==> src/adcseq_params.svh <==
// Constants of the conversion and power sequencer: register offsets,
// field positions, reset values and timing counts.
// Assumes a 200 MHz system clock and a 32-bit APB register bus.
`ifndef ADCSEQ_PARAMS_SVH
`define ADCSEQ_PARAMS_SVH

// Register byte offsets
`define ADCSEQ_CTRL_OFS 12'h000
`define ADCSEQ_CONF_OFS 12'h004
`define ADCSEQ_KEEP_OFS 12'h008
`define ADCSEQ_STAT_OFS 12'h00c
`define ADCSEQ_RES_OFS 12'h010
`define ADCSEQ_PWR_OFS 12'h014

// Control register fields
`define ADCSEQ_GO_BIT 0
`define ADCSEQ_CONT_BIT 1
`define ADCSEQ_CHOP_BIT 2
`define ADCSEQ_SRC_LSB 3
`define ADCSEQ_REFSEL_BIT 5
`define ADCSEQ_GAINSEL_BIT 6
`define ADCSEQ_BIAS_SOURCE_SELECT_BIT 7

// Configuration register fields
`define ADCSEQ_MODULATOR_CLOCK_DIVIDER_LSB 0
`define ADCSEQ_OSR_LSB 2
`define ADCSEQ_REJ_LSB 4

// Keep-alive bits
`define ADCSEQ_KEEP_TEMP 0
`define ADCSEQ_KEEP_CONV 1
`define ADCSEQ_KEEP_REF 2
`define ADCSEQ_KEEP_GAIN 3
`define ADCSEQ_KEEP_OSC 4
`define ADCSEQ_KEEP_AMPA 5
`define ADCSEQ_KEEP_AMPB 6
`define ADCSEQ_KEEP_BIAS 7

// Reset values
`define ADCSEQ_CTRL_RST 8'h00
`define ADCSEQ_CONF_RST 6'h00
`define ADCSEQ_KEEP_RST 8'h00

// Timing
`define ADCSEQ_SYS_HZ 200000000
`define ADCSEQ_FMOD_HZ 153600
`define ADCSEQ_MOD_DIV (`ADCSEQ_SYS_HZ / `ADCSEQ_FMOD_HZ)
`define ADCSEQ_WAKE_MOD_TICKS 20
`define ADCSEQ_CAL_CYCLES 70
`define ADCSEQ_CLK_WAKE_US 450
`define ADCSEQ_CLK_WAKE_CYCLES ((`ADCSEQ_CLK_WAKE_US * 1000) / 5)
`define ADCSEQ_PERIODS_PLAIN 3
`define ADCSEQ_PERIODS_CHOP 6
`define ADCSEQ_NEXT_PLAIN 1
`define ADCSEQ_NEXT_CHOP 3

`endif

==> src/adcseq_pkg.sv <==
// Types of the conversion and power sequencer.
// Assumes adcseq_params.svh supplies the numeric constants.
package adcseq_pkg;

  // Sequencer states
  typedef enum logic [3:0] {
    ST_IDLE = 4'b0001,
    ST_CLK_WAKE = 4'b0010,
    ST_MOD_WAKE = 4'b0100,
    ST_RUN = 4'b1000
  } adcseq_state_type;

  // Input source codes
  typedef enum logic [1:0] {
    SRC_TEMP = 2'b00,
    SRC_SENSOR = 2'b01,
    SRC_AUX = 2'b10,
    SRC_NONE = 2'b11
  } adcseq_src_type;

  // Block power enables, high means operate
  typedef struct packed {
    logic bias_resistor_block;
    logic amplifier_b;
    logic amplifier_a;
    logic system_clock_source;
    logic front_gain_stage;
    logic internal_reference;
    logic converter;
    logic temp_sensor;
  } adcseq_power_type;

endpackage : adcseq_pkg

==> src/adcseq_top.sv <==
// Conversion timing and block power sequencer with an APB register file.
// Assumes the 200 MHz clock stands for the system oscillator and that the
// correction datapath presents its result on corrected_data_in.
//
// Added by the designer: the APB interface to the registers and the placing of the registers.
`timescale 1ns/1ps
`include "adcseq_params.svh"

module adcseq_top import adcseq_pkg::*; #(
  parameter int MOD_DIV = `ADCSEQ_MOD_DIV,
  parameter int CLK_WAKE_CYCLES = `ADCSEQ_CLK_WAKE_CYCLES,
  parameter int MAX_DECIM = 768
) (
  // Clock and reset
  input wire logic clock_in,
  input wire logic rstn_in,
  // APB slave
  input wire logic psel_in,
  input wire logic penable_in,
  input wire logic pwrite_in,
  input wire logic [11:0] paddr_in,
  input wire logic [31:0] pwdata_in,
  output logic [31:0] prdata_out,
  output logic pready_out,
  output logic pslverr_out,
  // Correction datapath
  input wire logic [15:0] corrected_data_in,
  output logic filter_done_out,
  output logic result_update_out,
  // Analog control
  output logic chop_swap_out,
  output logic mod_clock_en_out,
  output adcseq_power_type power_out
);

  ////////////////////////////////////////////////////////////////////////////
  // Elaboration checks

  // The divider and decimation counters are 16 and 10 bits wide
  if (MOD_DIV < 1 || MOD_DIV > 8191) begin : g_bad_div
    $error("MOD_DIV out of range");
  end
  if (MAX_DECIM != 768) begin : g_bad_decim
    $error("decimation table supports 768 only");
  end
  if (CLK_WAKE_CYCLES < 1 || CLK_WAKE_CYCLES > 1048575) begin : g_bad_wake
    $error("CLK_WAKE_CYCLES out of range");
  end

  ////////////////////////////////////////////////////////////////////////////
  // Functions

  // Decimation ratio from oversampling and rejection codes
  function automatic logic [9:0] decim_ratio(input logic [1:0] oversampling_code, input logic [1:0] rejection_code);
    logic [9:0] base;
    base = rejection_code[1] ? 10'h280 : 10'h300;
    decim_ratio = base >> oversampling_code;
  endfunction : decim_ratio

  // True when the address matches a register offset
  function automatic logic addr_is(input logic [11:0] addr, input logic [11:0] ofs);
    addr_is = (addr == ofs);
  endfunction : addr_is

  ////////////////////////////////////////////////////////////////////////////
  // Declarations

  logic [7:0] ctrl_reg; // Control register
  logic [5:0] conf_reg; // Divider and filter codes
  logic [7:0] keep_reg; // Block keep-alive bits
  logic [15:0] result_reg; // Latest corrected result
  logic ready_reg; // Result ready flag
  adcseq_state_type state_reg; // Sequencer state
  adcseq_state_type state_next; // Next sequencer state
  logic [19:0] wake_cnt_reg; // Clock wake-up count
  logic [15:0] div_cnt_reg; // Modulator divider count
  logic mod_tick; // One-cycle modulator clock enable
  logic [4:0] mwake_cnt_reg; // Modulator wake-up ticks
  logic [9:0] decim_cnt_reg; // Ticks within a period
  logic [2:0] period_cnt_reg; // Periods toward next result
  logic first_reg; // No result yet in this run
  logic [6:0] cal_cnt_reg; // Correction cycles left
  logic cal_busy_reg; // Correction running
  logic period_end; // Last tick of a period
  logic periods_met; // Enough periods for a result
  logic cal_done; // Correction finishes this cycle
  logic single_done; // Single conversion completes
  logic [2:0] periods_needed; // Periods before next result
  logic [1:0] src; // Input source select
  logic go; // Measure-go
  logic osc_run; // Oscillator running
  logic apb_setup; // Access phase cycle awaiting answer
  logic apb_done; // Transfer completes this edge
  logic wr_ok; // Write accepted this edge
  logic rd_result; // Result read completes this edge
  logic [15:0] div_top; // Modulator divide length
  adcseq_power_type power_next; // Next power enables

  assign go = ctrl_reg[`ADCSEQ_GO_BIT];
  assign src = ctrl_reg[`ADCSEQ_SRC_LSB +: 2];
  assign osc_run = go | keep_reg[`ADCSEQ_KEEP_OSC] | keep_reg[`ADCSEQ_KEEP_CONV];

  ////////////////////////////////////////////////////////////////////////////
  // APB handshake

  // Answer in the second access cycle
  assign apb_setup = psel_in & penable_in & ~pready_out;
  assign apb_done = psel_in & penable_in & pready_out;

  // Only control and keep registers take writes while the oscillator is stopped
  assign wr_ok = apb_done & pwrite_in &
    (osc_run | addr_is(paddr_in, `ADCSEQ_CTRL_OFS) | addr_is(paddr_in, `ADCSEQ_KEEP_OFS));
  assign rd_result = apb_done & ~pwrite_in & addr_is(paddr_in, `ADCSEQ_RES_OFS);

  // Ready, read data and error answer
  always_ff @(posedge clock_in or negedge rstn_in) begin
    if (!rstn_in) begin
      pready_out <= 1'b0;
      prdata_out <= 32'h0000_0000;
      pslverr_out <= 1'b0;
    end else begin
      pready_out <= apb_setup;
      pslverr_out <= 1'b0;
      prdata_out <= 32'h0000_0000;
      if (apb_setup) begin
        unique case (paddr_in)
          `ADCSEQ_CTRL_OFS: prdata_out <= {24'h000000, ctrl_reg};
          `ADCSEQ_CONF_OFS: prdata_out <= {26'h0000000, conf_reg};
          `ADCSEQ_KEEP_OFS: prdata_out <= {24'h000000, keep_reg};
          `ADCSEQ_STAT_OFS: prdata_out <= {26'h0000000, state_reg, ~(state_reg == ST_IDLE), ready_reg};
          `ADCSEQ_RES_OFS: prdata_out <= {16'h0000, result_reg};
          `ADCSEQ_PWR_OFS: prdata_out <= {24'h000000, power_out};
          default: pslverr_out <= 1'b1;
        endcase
      end
    end
  end

  ////////////////////////////////////////////////////////////////////////////
  // Control register

  // Software writes; hardware clears measure-go after a single conversion
  always_ff @(posedge clock_in or negedge rstn_in) begin
    if (!rstn_in) begin
      ctrl_reg <= `ADCSEQ_CTRL_RST;
    end else if (wr_ok && addr_is(paddr_in, `ADCSEQ_CTRL_OFS)) begin
      ctrl_reg <= pwdata_in[7:0];
    end else if (single_done) begin
      ctrl_reg[`ADCSEQ_GO_BIT] <= 1'b0;
    end
  end

  // Divider and filter codes
  always_ff @(posedge clock_in or negedge rstn_in) begin
    if (!rstn_in) begin
      conf_reg <= `ADCSEQ_CONF_RST;
    end else if (wr_ok && addr_is(paddr_in, `ADCSEQ_CONF_OFS)) begin
      conf_reg <= pwdata_in[5:0];
    end
  end

  // Keep-alive bits
  always_ff @(posedge clock_in or negedge rstn_in) begin
    if (!rstn_in) begin
      keep_reg <= `ADCSEQ_KEEP_RST;
    end else if (wr_ok && addr_is(paddr_in, `ADCSEQ_KEEP_OFS)) begin
      keep_reg <= pwdata_in[7:0];
    end
  end

  ////////////////////////////////////////////////////////////////////////////
  // Sequencer

  // Next state; a cleared measure-go always returns to idle
  always_comb begin
    state_next = state_reg;
    unique case (state_reg)
      ST_IDLE: begin
        if (go) begin
          if (!keep_reg[`ADCSEQ_KEEP_OSC]) begin
            state_next = ST_CLK_WAKE;
          end else begin
            state_next = ST_MOD_WAKE;
          end
        end
      end
      ST_CLK_WAKE: begin
        if (!go) begin
          state_next = ST_IDLE;
        end else if (wake_cnt_reg == 20'(CLK_WAKE_CYCLES - 1)) begin
          state_next = ST_MOD_WAKE;
        end
      end
      ST_MOD_WAKE: begin
        if (!go) begin
          state_next = ST_IDLE;
        end else if (mod_tick && mwake_cnt_reg == 5'(`ADCSEQ_WAKE_MOD_TICKS - 1)) begin
          state_next = ST_RUN;
        end
      end
      ST_RUN: begin
        if (!go || single_done) begin
          state_next = ST_IDLE;
        end
      end
      default: state_next = ST_IDLE;
    endcase
  end

  // State register
  always_ff @(posedge clock_in or negedge rstn_in) begin
    if (!rstn_in) begin
      state_reg <= ST_IDLE;
    end else begin
      state_reg <= state_next;
    end
  end

  // Oscillator wake-up counter
  always_ff @(posedge clock_in or negedge rstn_in) begin
    if (!rstn_in) begin
      wake_cnt_reg <= 20'h00000;
    end else if (state_reg == ST_CLK_WAKE) begin
      wake_cnt_reg <= wake_cnt_reg + 20'h00001;
    end else begin
      wake_cnt_reg <= 20'h00000;
    end
  end

  ////////////////////////////////////////////////////////////////////////////
  // Modulator clock

  // Divide length doubles per divider code step
  assign div_top = 16'(MOD_DIV) << conf_reg[`ADCSEQ_MODULATOR_CLOCK_DIVIDER_LSB +: 2];
  assign mod_tick = (div_cnt_reg == div_top - 16'h0001);

  // Divider runs only while the modulator is awake
  always_ff @(posedge clock_in or negedge rstn_in) begin
    if (!rstn_in) begin
      div_cnt_reg <= 16'h0000;
    end else if (state_reg == ST_MOD_WAKE || state_reg == ST_RUN) begin
      div_cnt_reg <= mod_tick ? 16'h0000 : div_cnt_reg + 16'h0001;
    end else begin
      div_cnt_reg <= 16'h0000;
    end
  end

  // Modulator wake-up ticks
  always_ff @(posedge clock_in or negedge rstn_in) begin
    if (!rstn_in) begin
      mwake_cnt_reg <= 5'h00;
    end else if (state_reg != ST_MOD_WAKE) begin
      mwake_cnt_reg <= 5'h00;
    end else if (mod_tick) begin
      mwake_cnt_reg <= mwake_cnt_reg + 5'h01;
    end
  end

  ////////////////////////////////////////////////////////////////////////////
  // Conversion periods

  assign period_end = (state_reg == ST_RUN) && mod_tick &&
    (decim_cnt_reg == decim_ratio(conf_reg[`ADCSEQ_OSR_LSB +: 2], conf_reg[`ADCSEQ_REJ_LSB +: 2]) - 10'h001);
  // First result waits for settling, later ones for one or three periods
  always_comb begin
    if (first_reg) begin
      periods_needed = ctrl_reg[`ADCSEQ_CHOP_BIT] ? 3'(`ADCSEQ_PERIODS_CHOP) : 3'(`ADCSEQ_PERIODS_PLAIN);
    end else begin
      periods_needed = ctrl_reg[`ADCSEQ_CHOP_BIT] ? 3'(`ADCSEQ_NEXT_CHOP) : 3'(`ADCSEQ_NEXT_PLAIN);
    end
  end
  assign periods_met = period_end && (period_cnt_reg == periods_needed - 3'h1);

  // Ticks within the current period
  always_ff @(posedge clock_in or negedge rstn_in) begin
    if (!rstn_in) begin
      decim_cnt_reg <= 10'h000;
    end else if (state_reg != ST_RUN || period_end) begin
      decim_cnt_reg <= 10'h000;
    end else if (mod_tick) begin
      decim_cnt_reg <= decim_cnt_reg + 10'h001;
    end
  end

  // Periods counted toward the next result
  always_ff @(posedge clock_in or negedge rstn_in) begin
    if (!rstn_in) begin
      period_cnt_reg <= 3'h0;
      first_reg <= 1'b1;
    end else if (state_reg != ST_RUN) begin
      period_cnt_reg <= 3'h0;
      first_reg <= 1'b1;
    end else if (periods_met) begin
      period_cnt_reg <= 3'h0;
      first_reg <= 1'b0;
    end else if (period_end) begin
      period_cnt_reg <= period_cnt_reg + 3'h1;
    end
  end

  // Input swap toggles every period while chopping
  always_ff @(posedge clock_in or negedge rstn_in) begin
    if (!rstn_in) begin
      chop_swap_out <= 1'b0;
    end else if (state_reg != ST_RUN || !ctrl_reg[`ADCSEQ_CHOP_BIT]) begin
      chop_swap_out <= 1'b0;
    end else if (period_end) begin
      chop_swap_out <= ~chop_swap_out;
    end
  end

  ////////////////////////////////////////////////////////////////////////////
  // Correction and result

  assign cal_done = cal_busy_reg && (cal_cnt_reg == 7'h01);
  assign single_done = cal_done && !ctrl_reg[`ADCSEQ_CONT_BIT] && (state_reg == ST_RUN);

  // Correction counter runs beside the next period
  always_ff @(posedge clock_in or negedge rstn_in) begin
    if (!rstn_in) begin
      cal_busy_reg <= 1'b0;
      cal_cnt_reg <= 7'h00;
    end else if (state_reg != ST_RUN) begin
      cal_busy_reg <= 1'b0;
      cal_cnt_reg <= 7'h00;
    end else if (periods_met) begin
      cal_busy_reg <= 1'b1;
      cal_cnt_reg <= 7'(`ADCSEQ_CAL_CYCLES);
    end else if (cal_busy_reg) begin
      cal_busy_reg <= ~cal_done;
      cal_cnt_reg <= cal_cnt_reg - 7'h01;
    end
  end

  // Result register and update strobes
  always_ff @(posedge clock_in or negedge rstn_in) begin
    if (!rstn_in) begin
      result_reg <= 16'h0000;
      result_update_out <= 1'b0;
      filter_done_out <= 1'b0;
    end else begin
      filter_done_out <= periods_met;
      result_update_out <= cal_done && (state_reg == ST_RUN);
      if (cal_done && state_reg == ST_RUN) begin
        result_reg <= corrected_data_in;
      end
    end
  end

  // Ready flag: set on update, cleared by reading the result; set wins
  always_ff @(posedge clock_in or negedge rstn_in) begin
    if (!rstn_in) begin
      ready_reg <= 1'b0;
    end else if (cal_done && state_reg == ST_RUN) begin
      ready_reg <= 1'b1;
    end else if (rd_result) begin
      ready_reg <= 1'b0;
    end
  end

  ////////////////////////////////////////////////////////////////////////////
  // Power-down decode

  // Enables from measure-go, selects and keep bits
  always_comb begin
    power_next.bias_resistor_block = keep_reg[`ADCSEQ_KEEP_BIAS];
    power_next.amplifier_a = keep_reg[`ADCSEQ_KEEP_AMPA] | (go & (src == SRC_SENSOR));
    power_next.amplifier_b = keep_reg[`ADCSEQ_KEEP_AMPB] | (go & (src == SRC_SENSOR));
    power_next.system_clock_source = osc_run;
    power_next.front_gain_stage = keep_reg[`ADCSEQ_KEEP_GAIN] | (go & (src == SRC_TEMP)) |
      (go & (src == SRC_SENSOR || src == SRC_AUX) & ctrl_reg[`ADCSEQ_GAINSEL_BIT]);
    power_next.internal_reference = ~ctrl_reg[`ADCSEQ_BIAS_SOURCE_SELECT_BIT] | keep_reg[`ADCSEQ_KEEP_REF] |
      (go & (src == SRC_TEMP)) |
      (go & (src == SRC_SENSOR || src == SRC_AUX) & ~ctrl_reg[`ADCSEQ_REFSEL_BIT]);
    power_next.converter = go | keep_reg[`ADCSEQ_KEEP_CONV];
    power_next.temp_sensor = keep_reg[`ADCSEQ_KEEP_TEMP] | (go & (src == SRC_TEMP));
  end

  // Registered power enables and modulator enable
  always_ff @(posedge clock_in or negedge rstn_in) begin
    if (!rstn_in) begin
      power_out <= '0;
      mod_clock_en_out <= 1'b0;
    end else begin
      power_out <= power_next;
      mod_clock_en_out <= mod_tick && (state_reg == ST_MOD_WAKE || state_reg == ST_RUN);
    end
  end

endmodule : adcseq_top

==> config.mk <==
export PLATFORM = sky130hd
export DESIGN_NAME = adcseq_top
export DESIGN_NICKNAME = d
export VERILOG_FILES = /design/src/adcseq_pkg.sv /design/src/adcseq_top.sv
export VERILOG_INCLUDE_DIRS = /design/src
export SDC_FILE = /design/constraint.sdc
export NUM_CORES = 1
export LEC_CHECK = 0
export BUFFER_PORTS_ARGS = -buffer_cell sky130_fd_sc_hd__buf_4
export CORE_MARGIN = 2
export CORE_UTILIZATION = 40
export DETAILED_ROUTE_END_ITERATION = 6
export SLEW_MARGIN = 25
export SYNTH_ARGS = -nofsm -noshare
export SYNTH_HDL_FRONTEND = slang
export SYNTH_SLANG_ARGS = --single-unit
==> constraint.sdc <==
create_clock -name clock_in -period 4.2 [get_ports clock_in]
set_input_delay 0.63 -clock clock_in [delete_from_list [all_inputs] [get_ports clock_in]]
set_output_delay 0.63 -clock clock_in [all_outputs]
set_load 0.03 [all_outputs]
==> metrics.txt <==
# TYPE chip_impl_metric gauge
chip_impl_info{name="outcome",value="finished clean"} 1
chip_impl_metric{name="yosysWarningCount",unit=""} 0
chip_impl_metric{name="cts.sink_count",unit=""} 136
chip_impl_metric{name="post_synth_instance_area",unit="µm²"} 6940
chip_impl_metric{name="timing.critical_path.fanout_max",unit=""} 11
chip_impl_metric{name="maxCapViolCount",unit=""} 0
chip_impl_info{name="setup.worst_path.class",value="reg2reg"} 1
chip_impl_info{name="dominantRegCellSynth",value="dfrtp_1"} 1
chip_impl_metric{name="n_antenna_cell",unit=""} 0
chip_impl_metric{name="hold_violations",unit=""} 0
chip_impl_info{name="startpoint",value="conf_reg[2]"} 1
chip_impl_metric{name="total_switching_power",unit="mW"} 0.679
chip_impl_metric{name="io-pin-count",unit=""} 111
chip_impl_metric{name="synth_area_per_cell",unit="µm²"} 10.7
chip_impl_metric{name="syn-instance-count",unit=""} 651
chip_impl_metric{name="antenna_violating_nets_post_route",unit=""} 0
chip_impl_metric{name="ff2ff_setup_slack",unit="ps"} 250
chip_impl_metric{name="cts_max_path_buffers",unit=""} 2
chip_impl_metric{name="pin_count_of_the_biggest_net_entering_global_routing",unit=""} 83
chip_impl_metric{name="detailroute.via_count",unit=""} 5220
chip_impl_metric{name="int_power",unit="mW"} 2.36
chip_impl_metric{name="grt_overflow",unit=""} 0
chip_impl_metric{name="timing.reg2reg.worst_path_depth",unit=""} 10
chip_impl_metric{name="max_clock_freq",unit="MHz"} 253
chip_impl_metric{name="via_per_inst",unit=""} 5.41
chip_impl_metric{name="count_of_cells_resized_by_post_cts_repair",unit=""} 0
chip_impl_metric{name="post_route_cells_drive_above_1_share",unit=""} 0.226
chip_impl_metric{name="floorplan.die_area",unit="µm²"} 18400
chip_impl_info{name="root_buf_cell",value="clkbuf_16"} 1
chip_impl_metric{name="clkSlewWorstSetupHoldPaths",unit="ps"} 60
chip_impl_metric{name="final-setup-viol-count",unit=""} 0
chip_impl_metric{name="area_of_the_core",unit="µm²"} 17100
chip_impl_info{name="unrepaired_setup_endpoints_after_global_routing",value="false"} 1
chip_impl_metric{name="layout_worst_path_cycle_share",unit=""} 0.939
chip_impl_metric{name="p_total",unit="mW"} 3.04
chip_impl_metric{name="grt_util_all_layers",unit=""} 0.173
chip_impl_metric{name="worstPathRequired",unit="ps"} 4530
chip_impl_metric{name="dp_hpwl",unit="µm"} 10800
chip_impl_metric{name="die_x",unit="µm"} 136
chip_impl_metric{name="total_length_of_routed_wires",unit="µm"} 15600
chip_impl_metric{name="drc",unit=""} 0
chip_impl_metric{name="hold_buffers",unit=""} 0
chip_impl_metric{name="drt-initial-drc-count",unit=""} 420
chip_impl_metric{name="port_buffers",unit=""} 70
chip_impl_metric{name="count_of_flip_flops_with_a_built_in_enable_after_synthesis",unit=""} 0
chip_impl_metric{name="ys_seq_area_frac",unit=""} 0.491
chip_impl_metric{name="grt_antenna_before_repair",unit=""} 0
chip_impl_info{name="worst_r2r_endpoint",value="cal_cnt_reg[2]"} 1
chip_impl_metric{name="power_frac_seq",unit=""} 0.435
chip_impl_metric{name="leakage",unit="nW"} 3.73
chip_impl_info{name="tritoncts",value="built"} 1
chip_impl_metric{name="nNetsFinal",unit=""} 814
chip_impl_metric{name="worst_slew_margin_rel",unit=""} 0.355
chip_impl_metric{name="period_needed",unit="ps"} 3950
chip_impl_metric{name="clk-insertion-delay-late",unit="ps"} 420
chip_impl_metric{name="slew_violations",unit=""} 0
chip_impl_metric{name="ir_drop",unit="µV"} 311
chip_impl_metric{name="global_route_wire_length_before_repair",unit="µm"} 25300
chip_impl_metric{name="p_clk_frac",unit=""} 0.531
chip_impl_metric{name="cts_max_level",unit=""} 4
chip_impl_info{name="worstSetupEndpointType",value="flop"} 1
chip_impl_metric{name="drt-pass1-iter-count",unit=""} 5
chip_impl_metric{name="share_comb_of_total_power",unit=""} 0.034
chip_impl_metric{name="post_cts.repair.setup_buffers",unit=""} 0
chip_impl_info{name="worstHoldPathType",value="in2async"} 1
chip_impl_metric{name="area_growth_syn_to_layout",unit="%"} 20.0
chip_impl_metric{name="cp.arrival",unit="ps"} 4280
chip_impl_info{name="worstReg2RegStart",value="conf_reg[2]"} 1
chip_impl_metric{name="worst-slew-pin-transition",unit="ps"} 953
chip_impl_info{name="endpoint",value="cal_cnt_reg[2]"} 1
chip_impl_metric{name="cts-buffers-inserted",unit=""} 17
chip_impl_metric{name="first_global_vias",unit=""} 5197
chip_impl_metric{name="ys_async_sr_fraction",unit=""} 1.00
chip_impl_metric{name="ys_ff_latch",unit=""} 136
chip_impl_metric{name="avgRoutedWirePerCell",unit="µm"} 16.1
chip_impl_metric{name="fin_skew",unit="ps"} 7.03
chip_impl_metric{name="power_density",unit="nW/µm²"} 365
chip_impl_metric{name="die_h",unit="µm"} 136
chip_impl_metric{name="post_synth_num_cell_types",unit=""} 60
chip_impl_metric{name="power_switching_share",unit=""} 0.223
chip_impl_metric{name="largest_register_ff_count",unit=""} 20
chip_impl_info{name="worst_setup_path_start_kind",value="flop"} 1
chip_impl_metric{name="num_rows",unit=""} 48
chip_impl_metric{name="total_neg_setup_slack",unit="ps"} 0
chip_impl_metric{name="place.gp.congestion",unit=""} 0.780
chip_impl_metric{name="initial_utilization",unit=""} 0.406
cell usage in the layout, fill, tap and decap left out, types with 4 or more instances in the layout:
cell type / netlist / layout
and2_1: 4 / 4
buf_4: 17 / 82
nand2b_1: 6 / 6
mux2i_1: 7 / 7
nor3b_1: 4 / 4
a21o_1: 7 / 7
or3_1: 5 / 5
a211oi_1: 6 / 6
or4_1: 7 / 7
a222oi_1: 8 / 8
o31ai_1: 7 / 7
o22ai_1: 5 / 5
inv_1: 18 / 18
nor2b_1: 4 / 4
dfrtp_1: 134 / 134
o21ai_0: 14 / 14
nand2_1: 38 / 38
nand3_1: 24 / 24
nor3_1: 14 / 14
xor2_1: 24 / 24
clkbuf_16: 0 / 17
nand3b_1: 6 / 6
xnor2_1: 37 / 37
and3_1: 19 / 19
mux2_2: 38 / 38
nand4_1: 17 / 17
a22oi_1: 6 / 6
nor4_1: 9 / 9
ha_1: 22 / 22
nor2_1: 55 / 55
bufinv_16: 0 / 4
o211ai_1: 4 / 4
a31oi_1: 4 / 4
inv_6: 0 / 4
conb_1: 1 / 16
a21oi_1: 17 / 17
cell usage after synthesis (3+ instances only):
master	instances	area, µm²
mux2i_1	7	70.1
nand4b_1	3	26.3
nor2_1	55	206
nor4_1	9	56.3
xor2_1	24	210
o22ai_1	5	31.3
ha_1	22	275
nor2b_1	4	25.0
a21o_1	7	52.6
nand3b_1	6	45.0
or3_1	5	31.3
mux2_2	38	428
o31ai_1	7	52.6
a22oi_1	6	45.0
nor4b_1	5	43.8
xnor2_1	37	324
a211oi_1	6	45.0
nor3_1	14	70.1
and2_1	4	25.0
or4_1	7	52.6
buf_4	17	128
inv_1	18	67.6
a31oi_1	4	25.0
o211ai_1	4	30.0
o21ai_0	14	70.1
and3_1	19	119
nand4_1	17	106
or4b_2	3	30.0
nor3b_1	4	30.0
o21a_1	3	22.5
clkbuf_1	21	78.8
nand2b_1	6	37.5
nand3_1	24	120
nand2_1	38	143
dfrtp_1	134	3350
a222oi_1	8	80.1
a21oi_1	17	85.1
metal layers:
| layer | global-route usage | wire length [µm] | up-vias |
|---|---|---|---|
| li1 | - | - | 2464 |
| met1 | 0.221 | 6830 | 2618 |
| met2 | 0.289 | 7820 | 117 |
| met3 | 0.0445 | 667 | 21 |
| met4 | 0.0550 | 250 | 0 |
| met5 | 0 | 0 | - |
worst min path at each step:
stage,endpoint,slack (ps),depth (start not counted),start
after floorplan,cal_busy_reg,330,0,rstn_in
after global placement,power_out[7],400,0,keep_reg[7]
after detailed placement,power_out[7],400,0,keep_reg[7]
after CTS,decim_cnt_reg[5],290,1,rstn_in
after global routing,decim_cnt_reg[8],310,1,rstn_in
final,decim_cnt_reg[9],250,1,rstn_in
worst max-delay path, stage by stage (launching register included):
cell and delay [ps]:
dfrtp_1 540, inv_1 150, ha_1 480, nand2b_1 160, ha_1 190, nand2_1 80, or4_4 430, a2111o_1 430
a2111oi_0 710, nand4_1 410, o22ai_1 270
per-stage QoR:
stage	cells	cell area, µm²	hold slack (ps)	utilization	worst slack, ps
5_1_grt	964	8330	309	0.487	3.11
4_1_cts	964	8330	286	0.487	261
3_3_place_gp	933	7690	400	0.449	399
3_5_place_dp	933	7690	397	0.449	313
2_1_floorplan	666	7000	334	-	835
6_report	964	8330	247	0.487	254
cell type report:
| class | count | area, µm² |
|---|---|---|
| repair buffers | 83 | 627 |
| fillers | 1561 | 8790 |
| inverters | 19 | 71.3 |
| well taps | 225 | 282 |
| multi-input cells | 470 | 3310 |
| flip-flops and latches | 136 | 3410 |
| clock inverters | 14 | 211 |
| clock buffers | 17 | 425 |
cells by family after synthesis:
family / share of synthesized area
AND/OR/NAND/NOR: 0.188
flip-flops: 0.491
AO/OA/AOI/OAI: 0.0896
XOR/XNOR: 0.0770
buffers and inverters: 0.0431
multiplexers: 0.0717
adder cells (fa/ha/maj): 0.0397
other: 0.000540
power by group through the flow:
stage / Combinational (mW) / Clock (mW) / Sequential [mW]
after floorplan: 0.0484 / 0 / 1.35
after global placement: 0.102 / 0 / 1.35
after detailed placement: 0.105 / 0 / 1.35
after CTS: 0.105 / 1.65 / 1.32
after global routing: 0.114 / 1.71 / 1.32
final: 0.102 / 1.62 / 1.32
No activity file was read; power rests on OpenSTA's default activity.
